===== config.mk =====
export PLATFORM = sky130hd
export DESIGN_NAME = phy_strap_ctrl_irq_enable_regs
export DESIGN_NICKNAME = d
export VERILOG_FILES = /design/src/rtl/phy_pkg.sv /design/src/rtl/phy_strap_ctrl_irq_enable_regs.sv /design/src/rtl/mdio_serial.sv
export VERILOG_INCLUDE_DIRS = /design/src /design/src/rtl
export SDC_FILE = /design/constraint.sdc
export NUM_CORES = 1
export LEC_CHECK = 0
export BUFFER_PORTS_ARGS = -buffer_cell sky130_fd_sc_hd__buf_4
export CAP_MARGIN = 15
export CORE_MARGIN = 10
export CORE_UTILIZATION = 55
export DETAILED_ROUTE_END_ITERATION = 6
export PLACE_DENSITY = 0.82
export SYNTH_ARGS = -nofsm -noshare
export SYNTH_HDL_FRONTEND = slang
export SYNTH_SLANG_ARGS = --single-unit

===== constraint.sdc =====
create_clock -name clock -period 5.8 [get_ports clock]
set_input_delay 1.45 -clock clock [delete_from_list [all_inputs] [get_ports clock]]
set_output_delay 1.45 -clock clock [all_outputs]
set_load 0.005 [all_outputs]

===== src/rtl/phy_regs_consts.svh =====
// Constants of the strap, expanded control and interrupt enable registers.
// Assumes inclusion by bare name from every design file that needs them.
`ifndef PHY_REGS_CONSTS_SVH
`define PHY_REGS_CONSTS_SVH

// Register addresses on the management interface
`define REG_STRAP      5'h17
`define REG_EXPCTL     5'h18
`define REG_INTCS      5'h1B

// Expanded control field positions
`define EXP_ENERGY_DETECT_POWERDOWN_BIT   11
`define EXP_LAT_BIT    10
`define EXP_PRE_BIT    6

// Strap status field positions
`define STR_MII_B2B    7
`define STR_RMII_B2B   6
`define STR_CHAIN      5
`define STR_RMII       1
`define STR_MII        0

// Reset values
`define EXPCTL_RST     16'h0800
`define IEN_RST        8'h00
`define FLAGS_RST      8'h00

// Management frame timing, in management clock bits
`define PRE_LEN        6'h20
`define HDR_LAST       6'h0C
`define DATA_LAST      6'h0F
`define DATA_END       6'h10
`define OP_RD          2'h2
`define OP_WR          2'h1

// Receive nibble codes and strap settling, in clock cycles
`define PRE_NIB        4'h5
`define SFD_NIB        4'hD
`define STRAP_SETTLE   2'h2

`endif


===== src/rtl/phy_pkg.sv =====
// Types shared by the management engine and the register block.
// Assumes the constants header is on the include path.
`default_nettype none
package phy_pkg;

    typedef struct packed {
        logic mii_b2b;
        logic rmii_b2b;
        logic pin_chain;
        logic rmii_mode;
        logic mii_mode;
    } strap_t;

    typedef struct packed {
        logic        rd;
        logic        wr;
        logic [4:0]  addr;
        logic [15:0] wdata;
    } mgmt_req_t;

    typedef struct packed {
        logic       dv;
        logic       stb;
        logic [3:0] nib;
    } nib_t;

    typedef enum logic [3:0] {
        ST_IDLE = 4'h1,
        ST_HDR  = 4'h2,
        ST_TA   = 4'h4,
        ST_DATA = 4'h8
    } mdio_state_t;

    typedef struct packed {
        logic [1:0]  mdc_s;
        logic [1:0]  dio_s;
        logic        mdc_prev;
        mdio_state_t st;
        logic [5:0]  cnt;
        logic [15:0] sh;
        logic [4:0]  regad;
        logic        wr_op;
        logic        dout;
        logic        doe;
        mgmt_req_t   req;
    } mdio_st_t;

    typedef struct packed {
        strap_t      strap_s1;
        strap_t      strap_s2;
        logic [1:0]  settle;
        logic        captured;
        strap_t      strap;
        logic        energy_detect_powerdown_dis;
        logic        lat_rand;
        logic        pre_restore;
        logic [7:0]  ien;
        logic [7:0]  flags;
        logic [15:0] rdata;
        logic        intr;
        nib_t        d1;
        logic        in_pre;
        nib_t        out;
    } regs_st_t;

endpackage
`default_nettype wire


===== src/rtl/phy_strap_ctrl_irq_enable_regs.sv =====
// Strap status, expanded control and interrupt control/status registers,
// with the 10 Mbit/s preamble filter they steer.
// Assumes event pulses, speed and receive nibbles come from this clock domain;
// strap and management pins are asynchronous and are synchronised here.
`include "phy_regs_consts.svh"
`default_nettype none

// What this block does
// - MII back-to-back strap reads at bit 7
// - RMII back-to-back strap reads at bit 6
// - Pin-chain test strap reads at bit 5
// - RMII interface strap reads at bit 1
// - MII strap at bit 0; 4:2 read zero
// - Energy-detect power-down disable, resets to one
// - Receive latency select, random or fixed, writable on the MII variant only
// - 100 Mbit/s always forwards every preamble byte
// - Restore bit passes 10 Mbit/s preamble
// - Otherwise the MII variant strips preamble, frame starts one nibble before SFD
// - Jabber interrupt enable, resets to zero
// - Receive error interrupt enable, resets zero
// - Page received interrupt enable, resets zero
// - Parallel detect fault enable, resets zero
// - Link partner acknowledge enable, resets zero
// - Event flags set on event, clear on read
module phy_strap_ctrl_irq_enable_regs #(
    parameter logic [4:0] PHY_ADDR     = 5'h01,
    parameter bit         VARIANT_RMII = 1'b0
) (
    input  wire logic               clock,       // 20 MHz block clock
    input  wire logic               resetn,      // Async reset
    input  wire logic               mdc,         // Management clock pin
    input  wire logic               mdio_i,      // Management data in
    output var  logic               mdio_o,      // Management data out
    output var  logic               mdio_oe,     // Management data enable
    input  wire phy_pkg::strap_t    strap_pins,  // Configuration pins
    input  wire logic [7:0]         event_in,    // Event pulses, jabber at 7
    input  wire logic               speed_10,    // Link runs at 10 Mbit/s
    input  wire phy_pkg::nib_t      rx_in,       // Received nibble stream
    output var  phy_pkg::nib_t      rx_out,      // Nibbles toward MII
    output var  logic               intr,        // Interrupt, active high
    output var  logic               energy_detect_powerdown_off,    // Energy-detect power-down off
    output var  logic               rx_latency_random // Random receive latency
);

    phy_pkg::regs_st_t  s;
    phy_pkg::regs_st_t  n;
    phy_pkg::mgmt_req_t req;
    phy_pkg::strap_t    strap_mask;
    logic [15:0]        strap_word;
    logic [15:0]        exp_word;
    logic [15:0]        int_word;
    logic [15:0]        rd_word;
    logic               strip;

    // Serial management engine; it reads the word latched at the read pulse
    mdio_serial #(
        .PHY_ADDR (PHY_ADDR)
    ) u_mdio (
        .clock   (clock),
        .resetn  (resetn),
        .mdc     (mdc),
        .mdio_i  (mdio_i),
        .mdio_o  (mdio_o),
        .mdio_oe (mdio_oe),
        .req     (req),
        .rd_data (s.rdata)
    );

    // Straps of the other interface variant never show
    assign strap_mask.mii_b2b   = !VARIANT_RMII;
    assign strap_mask.rmii_b2b  = VARIANT_RMII;
    assign strap_mask.pin_chain = 1'h1;
    assign strap_mask.rmii_mode = VARIANT_RMII;
    assign strap_mask.mii_mode  = !VARIANT_RMII;

    // Register images as software sees them; reserved bits read zero
    always_comb begin
        strap_word = 16'h0000;
        strap_word[`STR_MII_B2B]  = s.strap.mii_b2b;
        strap_word[`STR_RMII_B2B] = s.strap.rmii_b2b;
        strap_word[`STR_CHAIN]    = s.strap.pin_chain;
        strap_word[`STR_RMII]     = s.strap.rmii_mode;
        strap_word[`STR_MII]      = s.strap.mii_mode;
        exp_word = 16'h0000;
        exp_word[`EXP_ENERGY_DETECT_POWERDOWN_BIT] = s.energy_detect_powerdown_dis;
        exp_word[`EXP_LAT_BIT]  = s.lat_rand;
        exp_word[`EXP_PRE_BIT]  = s.pre_restore;
        int_word = {s.ien, s.flags};
    end

    // Read decode; unmapped addresses read as zero
    always_comb begin
        if (req.addr == `REG_STRAP) begin
            rd_word = strap_word;
        end else if (req.addr == `REG_EXPCTL) begin
            rd_word = exp_word;
        end else if (req.addr == `REG_INTCS) begin
            rd_word = int_word;
        end else begin
            rd_word = 16'h0000;
        end
    end

    // Preamble stripping only applies at 10 Mbit/s on the MII variant
    assign strip = speed_10 & ~s.pre_restore & ~VARIANT_RMII;

    // Next-state logic for the whole block
    always_comb begin
        n = s;

        // Straps pass two flip-flops, settle, then freeze until reset
        n.strap_s1 = strap_pins;
        n.strap_s2 = s.strap_s1;
        if (!s.captured) begin
            if (s.settle == `STRAP_SETTLE) begin
                n.strap    = s.strap_s2 & strap_mask;
                n.captured = 1'h1;
            end else begin
                n.settle = s.settle + 2'h1;
            end
        end

        // Register writes; the strap register ignores them
        if (req.wr) begin
            if (req.addr == `REG_EXPCTL) begin
                n.energy_detect_powerdown_dis = req.wdata[`EXP_ENERGY_DETECT_POWERDOWN_BIT];
                if (!VARIANT_RMII) begin
                    n.lat_rand    = req.wdata[`EXP_LAT_BIT];
                    n.pre_restore = req.wdata[`EXP_PRE_BIT];
                end
            end else if (req.addr == `REG_INTCS) begin
                n.ien = req.wdata[15:8];
            end
        end

        // A read latches the image before its flags are cleared
        if (req.rd) begin
            n.rdata = rd_word;
        end

        // Clear on read of the interrupt register; a same-cycle event wins
        if (req.rd && req.addr == `REG_INTCS) begin
            n.flags = event_in;
        end else begin
            n.flags = s.flags | event_in;
        end

        // Interrupt follows the next flag and enable values
        n.intr = |(n.flags & n.ien);

        // Receive path advances one nibble per strobe, one stage of delay
        n.out.stb = 1'h0;
        if (rx_in.stb) begin
            n.d1      = rx_in;
            n.out     = s.d1;
            n.out.stb = 1'h1;
            if (s.in_pre) begin
                if (rx_in.dv && rx_in.nib == `SFD_NIB) begin
                    n.in_pre = 1'h0;
                end else begin
                    n.out.dv  = 1'h0;
                    n.out.nib = 4'h0;
                    n.in_pre  = rx_in.dv;
                end
            end
            if (!s.d1.dv && rx_in.dv) begin
                n.in_pre = strip;
            end
        end
    end

    // Whole-block state register
    always_ff @(posedge clock or negedge resetn) begin
        if (!resetn) begin
            s          <= '0;
            s.energy_detect_powerdown_dis <= 1'((`EXPCTL_RST >> `EXP_ENERGY_DETECT_POWERDOWN_BIT) & 16'h0001);
            s.ien      <= `IEN_RST;
            s.flags    <= `FLAGS_RST;
        end else begin
            s <= n;
        end
    end

    // Outputs straight from the state register
    assign rx_out            = s.out;
    assign intr              = s.intr;
    assign energy_detect_powerdown_off          = s.energy_detect_powerdown_dis;
    assign rx_latency_random = s.lat_rand;

    // Strap read returns the captured levels in their documented bits
    a_strap_read_bits: assert property (
        @(posedge clock) disable iff (!resetn)
        (req.rd && req.addr == `REG_STRAP)
        |=> (s.rdata[7] == $past(s.strap.mii_b2b))
            && (s.rdata[6] == $past(s.strap.rmii_b2b))
            && (s.rdata[5] == $past(s.strap.pin_chain))
            && (s.rdata[4:2] == 3'h0)
            && (s.rdata[1] == $past(s.strap.rmii_mode))
            && (s.rdata[0] == $past(s.strap.mii_mode)))
        else $error("strap read image wrong");

    // Once captured, the strap image never moves until reset
    a_strap_held: assert property (
        @(posedge clock) disable iff (!resetn)
        s.captured |=> s.captured && $stable(s.strap))
        else $error("strap image changed after capture");

    // Captured within the settle window after reset release
    a_strap_capture: assert property (
        @(posedge clock) disable iff (!resetn)
        $rose(s.settle == `STRAP_SETTLE) |=> s.captured)
        else $error("strap capture late");

    // Expanded control write lands in the control bits
    a_exp_write: assert property (
        @(posedge clock) disable iff (!resetn)
        (req.wr && req.addr == `REG_EXPCTL)
        |=> (energy_detect_powerdown_off == $past(req.wdata[11]))
            && (VARIANT_RMII || rx_latency_random == $past(req.wdata[10]))
            && (VARIANT_RMII || s.pre_restore == $past(req.wdata[6])))
        else $error("expanded control write lost");

    // Enable write lands in the upper half only
    a_enable_write: assert property (
        @(posedge clock) disable iff (!resetn)
        (req.wr && req.addr == `REG_INTCS)
        |=> (s.ien == $past(req.wdata[15:8]))
            && ((s.flags & ~$past(event_in)) == ($past(s.flags) & ~$past(event_in))))
        else $error("interrupt enable write wrong");

    // An event pulse always leaves its flag set, even during a clear
    a_flag_sticky: assert property (
        @(posedge clock) disable iff (!resetn)
        (|event_in) |=> (($past(event_in) & ~s.flags) == 8'h00))
        else $error("event flag not set");

    // A read of the register clears quiet flags and reports the old ones
    a_flag_clear: assert property (
        @(posedge clock) disable iff (!resetn)
        (req.rd && req.addr == `REG_INTCS && event_in == 8'h00)
        |=> (s.flags == 8'h00) && (s.rdata[7:0] == $past(s.flags)))
        else $error("read did not clear flags");

    // Interrupt matches enabled flags
    a_intr_level: assert property (
        @(posedge clock) disable iff (!resetn)
        intr == |(s.flags & s.ien))
        else $error("interrupt level mismatch");

    // Outside preamble stripping every nibble is forwarded one strobe later
    a_rx_forward: assert property (
        @(posedge clock) disable iff (!resetn)
        (rx_in.stb && !s.in_pre)
        |=> rx_out.stb && (rx_out.dv == $past(s.d1.dv))
            && (rx_out.nib == $past(s.d1.nib)))
        else $error("receive nibble not forwarded");

    // Preamble nibbles are held back, except the last one before the delimiter
    a_rx_strip: assert property (
        @(posedge clock) disable iff (!resetn)
        (rx_in.stb && s.in_pre && rx_in.nib != `SFD_NIB) |=> !rx_out.dv)
        else $error("preamble nibble leaked");

    // Stripping never starts at 100 Mbit/s or with restore set
    a_rx_nostrip: assert property (
        @(posedge clock) disable iff (!resetn)
        (rx_in.stb && rx_in.dv && !s.d1.dv && (!speed_10 || s.pre_restore))
        |=> !s.in_pre)
        else $error("stripping started wrongly");

endmodule
`default_nettype wire


===== src/rtl/mdio_serial.sv =====
// Serial management frame engine: preamble, header, turnaround, data.
// Assumes MDC high and low phases each last at least four clock cycles.
`include "phy_regs_consts.svh"
`default_nettype none
module mdio_serial #(
    parameter logic [4:0] PHY_ADDR = 5'h01
) (
    input  wire logic               clock,   // Block clock
    input  wire logic               resetn,  // Async reset
    input  wire logic               mdc,     // Management clock pin
    input  wire logic               mdio_i,  // Data pin level
    output var  logic               mdio_o,  // Data pin drive value
    output var  logic               mdio_oe, // Data pin drive enable
    output var  phy_pkg::mgmt_req_t req,     // Decoded access pulses
    input  wire logic [15:0]        rd_data  // Word captured for a read
);

    phy_pkg::mdio_st_t s;
    phy_pkg::mdio_st_t n;
    logic              rise;
    logic              fall;
    logic              bit_in;
    logic [12:0]       hdr;

    // Edges seen only on the second synchroniser stage
    assign rise   = s.mdc_s[1] & ~s.mdc_prev;
    assign fall   = ~s.mdc_s[1] & s.mdc_prev;
    assign bit_in = s.dio_s[1];
    assign hdr    = {s.sh[11:0], bit_in};

    assign mdio_o  = s.dout;
    assign mdio_oe = s.doe;
    assign req     = s.req;

    // Frame sequencing; reads drive after falling edges, writes sample rising
    always_comb begin
        n        = s;
        n.mdc_s  = {s.mdc_s[0], mdc};
        n.dio_s  = {s.dio_s[0], mdio_i};
        n.mdc_prev = s.mdc_s[1];
        n.req.rd = 1'h0;
        n.req.wr = 1'h0;
        case (s.st)
            phy_pkg::ST_IDLE: if (rise) begin
                if (bit_in) begin
                    if (s.cnt != `PRE_LEN) n.cnt = s.cnt + 6'h01;
                end else if (s.cnt == `PRE_LEN) begin
                    n.st  = phy_pkg::ST_HDR;
                    n.cnt = 6'h00;
                    n.sh  = 16'h0000;
                end else begin
                    n.cnt = 6'h00;
                end
            end
            phy_pkg::ST_HDR: if (rise) begin
                n.sh  = {s.sh[14:0], bit_in};
                n.cnt = s.cnt + 6'h01;
                if (s.cnt == `HDR_LAST) begin
                    n.cnt   = 6'h00;
                    n.regad = hdr[4:0];
                    n.st    = phy_pkg::ST_IDLE;
                    if (hdr[12] && hdr[9:5] == PHY_ADDR) begin
                        if (hdr[11:10] == `OP_RD) begin
                            n.st       = phy_pkg::ST_TA;
                            n.wr_op    = 1'h0;
                            n.req.rd   = 1'h1;
                            n.req.addr = hdr[4:0];
                        end else if (hdr[11:10] == `OP_WR) begin
                            n.st    = phy_pkg::ST_TA;
                            n.wr_op = 1'h1;
                        end
                    end
                end
            end
            phy_pkg::ST_TA: if (s.wr_op ? rise : fall) begin
                n.cnt = s.cnt + 6'h01;
                if (s.cnt != 6'h00) begin
                    n.st  = phy_pkg::ST_DATA;
                    n.cnt = 6'h00;
                    if (!s.wr_op) begin
                        n.doe = 1'h1;
                        n.dout = 1'h0;
                        n.sh  = rd_data;
                    end
                end
            end
            phy_pkg::ST_DATA: if (s.wr_op && rise) begin
                n.sh  = {s.sh[14:0], bit_in};
                n.cnt = s.cnt + 6'h01;
                if (s.cnt == `DATA_LAST) begin
                    n.req.wr    = 1'h1;
                    n.req.addr  = s.regad;
                    n.req.wdata = {s.sh[14:0], bit_in};
                    n.st  = phy_pkg::ST_IDLE;
                    n.cnt = 6'h00;
                end
            end else if (!s.wr_op && fall) begin
                if (s.cnt == `DATA_END) begin
                    n.doe = 1'h0;
                    n.st  = phy_pkg::ST_IDLE;
                    n.cnt = 6'h00;
                end else begin
                    n.dout = s.sh[15];
                    n.sh  = {s.sh[14:0], 1'h0};
                    n.cnt = s.cnt + 6'h01;
                end
            end
            default: n.st = phy_pkg::ST_IDLE;
        endcase
    end

    // Engine state register
    always_ff @(posedge clock or negedge resetn) begin
        if (!resetn) begin
            s    <= '0;
            s.st <= phy_pkg::ST_IDLE;
        end else begin
            s <= n;
        end
    end

endmodule
`default_nettype wire


==> results.py, run 1 <==
metrics = {
    "worst_setup_path": {
        "crit_arrival_ns": 3.34,
        "required_ns": 6.19,
        "worst_setup_path_end_kind": "register",
        "crit_chain": "or4b_4 -> nor4_4 -> o22ai_2 -> mux2_2",
        "cp_max_fo": 16,
        "start_kind": "register",
        "cpPeakStageDelay_ns": 0.93,
        "path_class": "register to register",
        "slowest_stage": "nor4_4",
    },
    "run": {
        "drv_cap": 0,
    },
    "routing": {
        "vias_per_cell": 5.94,
        "wl_per_cell_microns": 18.5,
        "drtPass1Iterations": 5,
        "routed_wl_microns": 11100,
        "vias": 3559,
        "drt-initial-drc-count": 233,
        "antenna_left": 0,
        "drcViolationCount": 0,
    },
    "sta": {
        "hold_violations": 0,
        "clock.fmax_mhz": 339,
        "fin_crit_sh_pct": 50.8,
        "whs_ns": 0.352,
        "layout_min_cycle_time_ns": 2.95,
        "maxSlewViolCount": 0,
        "setup_ws_ns": 2.85,
        "worst_slew_pin_slew_ns": 1.11,
        "rsz0062_at_grt": "false",
        "setup-tns-final_ns": 0,
        "finClkSkew_ns": 0.00668,
        "setup_violations": 0,
        "slew_headroom_pct": 25.6,
    },
    "synth": {
        "synth_cells": 428,
        "synth-seq-cells": 115,
        "yosysWarnings": 0,
        "ys_async_sr_fraction_pct": 100,
        "yosys-top-cells-area": "dfrtp_1 (54%), mux2_2 (9.9%), mux2_4 (2.6%), o21ai_0 (2.5%), a22o_1 (2.3%)",
        "synth_top_cell_by_area": "dfrtp_1",
        "avgSynthCellArea_sq_um": 12.3,
        "synth_edf_count": 0,
        "synth_ff_type": "dfrtp_1",
        "ys_seq_area_share_pct": 54.9,
        "synth_cell_types": 60,
        "syn_nets": 456,
        "syn-cell-area_sq_mm": 0.00525,
        "synth_top_area_share_pct": 53.9,
    },
    "global_route": {
        "grt_pass1_wl_microns": 18400,
        "grt_pass1_vias": 3647,
        "grt_max_degree": 64,
        "antenna_found_initial": 0,
        "overflow": 0,
        "grtUsageTotal_pct": 16.3,
    },
    "floorplanning": {
        "coreArea_sq_mm": 0.00928,
        "fp-row-count": 35,
        "ios": 35,
        "initial_core_util_pct": 56.5,
        "die_x_microns": 118,
        "die_area_sq_mm": 0.0139,
        "die_y_microns": 118,
    },
    "clock_network": {
        "root_buffer": "clkbuf_8",
        "numCtsBuffers": 17,
        "cts_max_path_buffers": 2,
        "cts_sinks": 115,
        "clock_latency_ns": 0.51,
        "clkSlewWorstSetupHoldPaths_ns": 0.06,
        "cts_setup_buffers": 0,
        "cts_tree": "built",
        "h-tree-depth": 4,
        "cts_hold_buf": 0,
        "postCtsResizedCells": 0,
    },
    "place": {
        "place_ws_ns": 2.90,
        "dp_hpwl_microns": 7300,
        "finalWeightedCongestion": 0.906,
        "port_buffers": 32,
    },
    "finish": {
        "post-route-util_pct": 65.3,
        "drive_gt1_share_pct": 31.1,
        "diodes": 0,
        "nets": 485,
        "syn2layout_area_growth_pct": 15.4,
    },
    "status": {
        "status": "complete, no violations",
    },
    "pwr": {
        "power_density_mw_per_mm2": 306,
        "power_leakage_nw": 2.72,
        "vdd_drop_max_mv": 0.180,
        "finalPower_mw": 1.85,
    },
    "min_path": {
        "min_path_type": "register to register",
    },
}
[final cells by class]
class                      count  area (sq um)
clock buffer                  18           418
clock inverter                14           120
fill                         697          3220
inverter                      27           101
multi-input combinational    260          2100
sequential                   115          2880
tap                          129           161
timing repair buffer          36           274
[registers in the layout, indices dropped and copies added (netlist names)]
register                     count
n                                3
rx_latency_random                1
u_mdio.mdio_oe                   1
u_mdio.s                        21
u_mdio.hdr                      12
s                               31
u_mdio.n                         3
intr                             1
u_mdio.req                      16
u_mdio.mdio_o                    1
rx_out                           6
energy_detect_powerdown_off      1
exp_word                         1
int_word                        16
u_mdio.bit_in                    1
[layout by cell type, fill, tap and decap left out, types with 3 or more instances in the layout]
master,instances
nand4b_1,6
mux2_2,46
mux2_4,9
inv_1,27
nand3b_1,3
a221o_1,6
a22o_1,14
nor3_1,5
buf_4,35
nand3_1,8
o22ai_1,5
o21ai_1,3
clkinvlp_4,3
clkbuf_16,16
a22oi_1,5
a31oi_1,5
o21ai_0,26
inv_6,7
and3_1,3
nor2_1,10
a22o_2,5
nand2_1,26
nand4_1,7
a21o_1,8
dfrtp_1,113
or2_2,3
ha_1,4
nor2b_1,11
xor2_1,3
a21oi_1,5
[logic make-up after synthesis]
group	synth area share, %
XOR/XNOR	0.667
AO/OA/AOI/OAI	14.0
multiplexers	12.8
adder cells (fa/ha/maj)	0.953
flip-flops	54.9
AND/OR/NAND/NOR	11.7
buffers and inverters	5.05
[power by group]
group / switching [mW] / internal (mW)
clock: 0.404 / 0.539
sequential: 0.0128 / 0.820
combinational: 0.0441 / 0.0327
[routing by layer]
metal | vias to the layer above | GRT usage (%) | share of wire, %
li1 | 1621 | - | -
met1 | 1839 | 19.1 | 43
met2 | 84 | 27.2 | 51
met3 | 15 | 5.04 | 4.0
met4 | 0 | 6.11 | 1.4
met5 | - | 0 | 0
[worst paths after layout]
path	start	to	slack, ns	cells past startpoint
hold reg to reg	n[61]$_DFF_PN0_	s[61]$_DFF_PN0_	0.35	0
setup reg to reg	u_mdio.s[56]$_DFFE_PN0P_	u_mdio.req[19]$_DFFE_PN0P_	2.85	4
hold / removal	n[61]$_DFF_PN0_	s[61]$_DFF_PN0_	0.35	0
max in group asynchronous	resetn	u_mdio.hdr[3]$_DFFE_PN0P_	3.62	2
setup / recovery	u_mdio.s[56]$_DFFE_PN0P_	u_mdio.req[19]$_DFFE_PN0P_	2.85	4
min in group asynchronous	resetn	u_mdio.mdio_o$_DFFE_PN0P_	0.97	1
[critical path, delay by kind of cell, from the launching register on]
kind | cells | cell delay (ns)
and+or+nand+nor | 2 | 1.55
DFF | 1 | 0.60
AOI/OAI and AO/OA | 1 | 0.30
muxes | 1 | 0.36
[synthesized netlist by cell type (2+ instances only)]
library cell / count
o22ai_1: 5
ha_1: 4
a21oi_1: 5
a221o_1: 6
inv_1: 27
o21ai_0: 26
nand2b_1: 2
nor4b_1: 2
a31oi_1: 5
a21o_1: 8
nor3_1: 5
xor2_1: 3
dfstp_2: 2
mux2_2: 46
a22o_1: 14
o21ai_1: 3
nand4b_1: 6
nand3b_1: 3
buf_6: 3
mux2i_1: 2
clkbuf_1: 8
nor2_1: 10
and3_1: 3
nor4b_2: 2
or2_2: 3
buf_2: 5
a22oi_1: 5
a22o_2: 5
nand4_1: 7
nor4_4: 2
mux2_4: 9
buf_4: 10
nor2b_1: 11
nand3_1: 8
dfrtp_1: 113
nand2_1: 26
[per-stage QoR]
stage / cells / area [sq um]
final: 599 / 6060
after global routing: 599 / 6060
after CTS: 597 / 6040
after detailed placement: 565 / 5500
after global placement: 565 / 5500
after floorplan: 428 / 5250
Power figures use the tool's default switching activity.
==> inputs of run 2 (changes only) <==
--- a/config.mk
+++ b/config.mk
@@ -6,6 +6,7 @@
 export SDC_FILE = /design/constraint.sdc
 export NUM_CORES = 1
 export LEC_CHECK = 0
+export ABC_AREA = 1
 export BUFFER_PORTS_ARGS = -buffer_cell sky130_fd_sc_hd__buf_4
 export CAP_MARGIN = 15
 export CORE_MARGIN = 10
==> constraint.sdc (replaced) <==
create_clock -name clock -period 3 [get_ports clock]
set_input_delay 0.75 -clock clock [delete_from_list [all_inputs] [get_ports clock]]
set_output_delay 0.75 -clock clock [all_outputs]
set_load 0.005 [all_outputs]
==> results.py, run 2 <==
metrics = {
    "finish": {
        "syn2layout_area_growth_pct": 16.7,
        "post-route-util_pct": 65.8,
        "largest_reg_flops": 31,
        "final_cell_mix": "nand2_1 (223), dfrtp_1 (113), inv_1 (61), nand3_1 (52)",
        "top_regs": "s (31), u_mdio.s (21)",
        "nets": 713,
        "layout_commonest_cell": "nand2_1",
        "fin_area_sq_mm": 0.00643,
        "fin_cells": 831,
        "drive_gt1_share_pct": 16.6,
        "diodes": 0,
        "top_register": "s",
    },
    "global_route": {
        "grtUsageTotal_pct": 19.2,
        "grt_pass1_wl_microns": 22700,
        "grt_max_degree": 56,
        "overflow": 0,
        "antenna_found_initial": 0,
        "grt_pass1_vias": 4798,
    },
    "routing": {
        "wl_per_cell_microns": 15.9,
        "antenna_left": 0,
        "vias": 4623,
        "drcViolationCount": 0,
        "drtPass1Iterations": 6,
        "drt-initial-drc-count": 393,
        "routed_wl_microns": 13200,
        "vias_per_cell": 5.56,
    },
    "clock_network": {
        "clkSlewWorstSetupHoldPaths_ns": 0.06,
        "cts_hold_buf": 0,
        "postCtsResizedCells": 0,
        "clock_latency_ns": 0.53,
        "cts_setup_buffers": 0,
        "numCtsBuffers": 17,
        "h-tree-depth": 4,
        "cts_tree": "built",
        "cts_sinks": 115,
        "root_buffer": "clkbuf_8",
        "cts_max_path_buffers": 2,
    },
    "run": {
        "drv_cap": 0,
    },
    "synth": {
        "syn-cell-area_sq_mm": 0.00551,
        "yosysMostFrequentCell": "nand2_1",
        "ys_seq_area_share_pct": 52.3,
        "synth_cells": 654,
        "synth_edf_count": 0,
        "synth_cell_types": 37,
        "yosys-top-cells-area": "dfrtp_1 (51%), nand2_1 (15%), nand3_1 (4.7%), inv_1 (4.2%), o21ai_0 (3.1%)",
        "yosysWarnings": 0,
        "synth_ff_type": "dfrtp_1",
        "synth-seq-cells": 115,
        "yosys-top-cells-count": "nand2_1 (223), dfrtp_1 (113), inv_1 (61)",
        "synth_top_area_share_pct": 51.4,
        "synth_top_cell_by_area": "dfrtp_1",
        "syn_nets": 682,
        "ys_async_sr_fraction_pct": 100,
        "avgSynthCellArea_sq_um": 8.42,
    },
    "sta": {
        "setup-tns-final_ns": 0,
        "rsz0062_at_grt": "false",
        "maxSlewViolCount": 0,
        "slew_headroom_pct": 44.7,
        "fin_crit_sh_pct": 77.7,
        "setup_violations": 0,
        "finClkSkew_ns": 0.0126,
        "layout_min_cycle_time_ns": 2.33,
        "clock.fmax_mhz": 429,
        "worst_slew_pin_slew_ns": 0.823,
        "hold_violations": 0,
    },
    "place": {
        "finalWeightedCongestion": 0.917,
        "dp_hpwl_microns": 8830,
        "placed_area_sq_mm": 0.00580,
        "port_buffers": 32,
        "placed_cells": 799,
    },
    "floorplanning": {
        "die_y_microns": 120,
        "initial_core_util_pct": 56.3,
        "die_x_microns": 120,
        "coreArea_sq_mm": 0.00977,
        "die_area_sq_mm": 0.0144,
        "fp-row-count": 36,
        "ios": 35,
    },
    "worst_setup_path": {
        "crit_arrival_ns": 2.73,
        "cp-startpoint": "u_mdio.s[47]$_DFFE_PN0P_",
        "required_ns": 3.40,
        "cp_max_fo": 15,
        "worst_setup_path_end_kind": "register",
        "start_kind": "register",
        "path_class": "register to register",
        "reg2reg_from": "u_mdio.s[47]$_DFFE_PN0P_",
    },
    "status": {
        "status": "complete, no violations",
    },
    "min_path": {
        "min_path_type": "input port to asynchronous set/reset pin",
    },
    "pwr": {
        "power_density_mw_per_mm2": 614,
        "vdd_drop_max_mv": 0.415,
        "power_leakage_nw": 3.19,
    },
}
-- run 2: critical path: stages, from the launching register on --
cell and delay [ns]:
dfrtp_1 0.43, ha_1 0.28, nand3_2 0.12, nor2_1 0.19, nand2_1 0.11, nor2_2 0.40
inv_2 0.25, nand2_1 0.13, nand2_2 0.14, nand2_1 0.10, o21ai_1 0.07
-- run 2: area by class of cell --
class                      instances  area, sq um
clock buffer                      18          428
clock inverter                    14          199
fill                             785         3350
inverter                          73          274
multi-input combinational        443         2200
sequential                       115         2880
tap                              133          166
timing repair buffer              35          275
-- run 2: path summary, 6_finish.rpt --
| path | end | slack (ns) | depth (start not counted) |
|---|---|---|---|
| worst max-delay path | u_mdio.req[20]$_DFFE_PN0P_ | 0.67 | 10 |
| worst min-delay path | u_mdio.s[51]$_DFFE_PN0P_ | 0.17 | 1 |
| worst max register to register | u_mdio.req[20]$_DFFE_PN0P_ | 0.67 | 10 |
| worst min register to register | s[57]$_DFF_PN0_ | 0.35 | 0 |
| max in group asynchronous | s[21]$_DFFE_PN0P_ | 2.11 | 2 |
| min in group clock | u_mdio.n[59]$_DFF_PN0_ | 0.33 | 1 |
-- run 2: power by group --
group	leakage, nW	internal [mW]	switching, mW
Combinational	1.40	0.0780	0.126
Clock	0.295	1.38	0.754
Sequential	1.50	1.58	0.0247
Total	3.19	3.04	0.905
-- run 2: through the flow --
step,hold slack (ns),power [mW],setup slack [ns]
floorplan,0.331,1.76,1.30
global placement,0.333,1.83,0.845
detailed placement,0.336,1.84,0.741
CTS,0.170,3.97,0.714
global route,0.196,4.06,0.464
finish,0.165,3.95,0.670
-- run 2: cells by family (layout without fill, tap and decap cells) --
family	after synthesis	in the layout	share of synthesized area, %
simple gates	348	348	28.9
buf+inv	96	140	7.66
xor+xnor	2	2	0.318
fa+ha+maj	4	4	0.909
compound gates	86	86	9.29
mux	3	3	0.613
flops	115	115	52.3
-- run 2: routing by layer --
layer	vias to the layer above	wire length [microns]	GRT usage, %
met5	-	0	0
met4	0	258	8.22
met3	33	849	4.74
met2	165	6550	31.8
met1	2253	5530	23.3
li1	2172	-	-
==> inputs of run 3 (changes only) <==
==> constraint.sdc (replaced) <==
create_clock -name clock -period 2.3 [get_ports clock]
set_input_delay 0.575 -clock clock [delete_from_list [all_inputs] [get_ports clock]]
set_output_delay 0.575 -clock clock [all_outputs]
set_load 0.005 [all_outputs]
==> results.py, run 3 (same netlist as run 2, synthesis figures left out) <==
metrics = {
    "finish": {
        "post-route-util_pct": 65.1,
        "top_regs": "s (31), u_mdio.s (21)",
        "seq_area_sq_mm": 0.00288,
        "nets": 717,
        "largest_reg_flops": 31,
        "final_cell_mix": "nand2_1 (223), dfrtp_1 (113), inv_1 (61), nand3_1 (52), buf_4 (38)",
        "diodes": 0,
        "fin_cells": 834,
        "num-fill-cells": 764,
        "top_register": "s",
        "drive_gt1_share_pct": 16.5,
        "multiInputGateArea_sq_mm": 0.00220,
        "syn2layout_area_growth_pct": 15.6,
        "layout_commonest_cell": "nand2_1",
    },
    "clock_network": {
        "postCtsResizedCells": 0,
        "cts_sinks": 115,
        "numCtsBuffers": 17,
        "clock_latency_ns": 0.51,
        "h-tree-depth": 4,
        "root_buffer": "clkbuf_8",
        "cts_hold_buf": 0,
        "cts_max_path_buffers": 2,
        "clkSlewWorstSetupHoldPaths_ns": 0.06,
        "cts_setup_buffers": 0,
        "cts_tree": "built",
    },
    "floorplanning": {
        "die_x_microns": 120,
        "die_y_microns": 120,
        "die_area_sq_mm": 0.0144,
        "ios": 35,
        "coreArea_sq_mm": 0.00977,
        "initial_core_util_pct": 56.3,
        "fp-row-count": 36,
    },
    "place": {
        "placed_cells": 803,
        "port_buffers": 32,
        "finalWeightedCongestion": 0.867,
        "dp_hpwl_microns": 8630,
    },
    "worst_setup_path": {
        "required_ns": 2.75,
        "cp_max_fo": 16,
        "crit_top_cell": "nand2_1",
        "worst_setup_path_end_kind": "register",
        "start_kind": "register",
        "crit_arrival_ns": 2.46,
        "worst-path-buf-inv": 1,
        "slowest_stage": "dfrtp_1",
        "path_class": "register to register",
        "cp_top_family": "simple AND/OR/NAND/NOR gates",
        "crit_chain": "inv_1 -> ha_1 -> nand2_4 -> nor2_2 -> nand2_1 -> o21ai_1 -> nand2_1 -> nor2_4 -> nand2_1 -> nand2_1",
        "cpPeakStageDelay_ns": 0.43,
    },
    "global_route": {
        "grt_max_degree": 47,
        "antenna_found_initial": 0,
        "gr-usage-met2_pct": 29.6,
        "overflow": 0,
        "grt.busiest_layer": "met2",
        "grtUsageTotal_pct": 18.4,
        "grt_use_met3_pct": 5.53,
        "grtUsageMet1_pct": 22.4,
        "grt_pass1_wl_microns": 21700,
        "grt_pass1_vias": 4639,
    },
    "routing": {
        "wl_per_cell_microns": 15.0,
        "vias_per_cell": 5.61,
        "routed_wl_microns": 12500,
        "vias": 4679,
        "drcViolationCount": 0,
        "antenna_left": 0,
        "drtPass1Iterations": 6,
        "drt-initial-drc-count": 447,
    },
    "sta": {
        "hold_violations": 0,
        "layout_min_cycle_time_ns": 2.01,
        "worst_slew_pin_slew_ns": 0.527,
        "slew_headroom_pct": 64.8,
        "setup_violations": 0,
        "whs_ns": 0.0338,
        "setup-tns-final_ns": 0,
        "finClkSkew_ns": 0.00826,
        "clock.fmax_mhz": 499,
        "fin_crit_sh_pct": 87.2,
        "rsz0062_at_grt": "false",
        "maxSlewViolCount": 0,
    },
    "status": {
        "status": "complete, no violations",
    },
    "pwr": {
        "switching_share_pct": 22.9,
        "power_density_mw_per_mm2": 743,
        "power_leakage_nw": 3.17,
        "combPwrFrac_pct": 5.6,
        "pwr-share-clk_pct": 49.9,
        "seqPwrFrac_pct": 44.4,
        "vdd_drop_max_mv": 0.582,
        "p_switching_mw": 1.08,
        "cellInternalPower_mw": 3.65,
    },
    "run": {
        "drv_cap": 0,
    },
    "min_path": {
        "min_path_type": "input port to asynchronous set/reset pin",
    },
}
## run 3: cell types whose count changed in the layout (fill, tap and decap cells not counted), sizes merged
cell	before	now
clkinvlp	4	2
clkinv	2	6
inv	77	73
clkbuf	18	22
buf	35	39
bufinv	4	1
## run 3: metrics by stage
| stage | total power, mW | cell area (sq um) | worst slack (ns) |
|---|---|---|---|
| finish | 4.73 | 6370 | 0.295 |
| global route | 4.90 | 6370 | 0.139 |
| CTS | 4.76 | 6370 | 0.308 |
| detailed placement | 2.40 | 5830 | 0.336 |
| global placement | 2.39 | 5830 | 0.395 |
| floorplan | 2.29 | 5510 | 0.597 |
## run 3: power by group through the flow
stage | Sequential, mW | Clock [mW] | Combinational [mW]
2_1_floorplan | 2.12 | 0 | 0.169
3_3_place_gp | 2.13 | 0 | 0.254
5_1_grt | 2.11 | 2.50 | 0.301
3_5_place_dp | 2.14 | 0 | 0.264
4_1_cts | 2.10 | 2.39 | 0.269
6_report | 2.10 | 2.36 | 0.266
## run 3: worst paths after layout
path                                     startpoint                                      end  slack [ns]  cells after the start
setup reg to reg           u_mdio.s[47]$_DFFE_PN0P_               u_mdio.hdr[10]$_DFFE_PN0P_        0.29                     10
min in group clock                    strap_pins[2]                          n[59]$_DFF_PN0_        0.17                      1
max in group asynchronous                    resetn  energy_detect_powerdown_off$_DFFE_PN1P_        1.61                      2
hold / removal                               resetn                 u_mdio.s[52]$_DFFE_PN0P_        0.03                      1
setup / recovery           u_mdio.s[47]$_DFFE_PN0P_               u_mdio.hdr[10]$_DFFE_PN0P_        0.29                     10
hold reg to reg              u_mdio.n[61]$_DFF_PN0_                   u_mdio.n[57]$_DFF_PN0_        0.35                      0
## run 3: area by class of cell
type	count	share of cell area, %
multi-input cells	443	34.6
clock inverters	9	1.30
clock buffers	22	7.11
repair buffers	39	4.80
flip-flops and latches	115	45.2
well taps	133	2.61
inverters	73	4.30
## run 3: metal layers
| metal | part of all wire, % | wire length, microns |
|---|---|---|
| met1 | 42 | 5210 |
| met2 | 48 | 6050 |
| met3 | 7.4 | 928 |
| met4 | 2.8 | 353 |
| met5 | 0 | 0 |
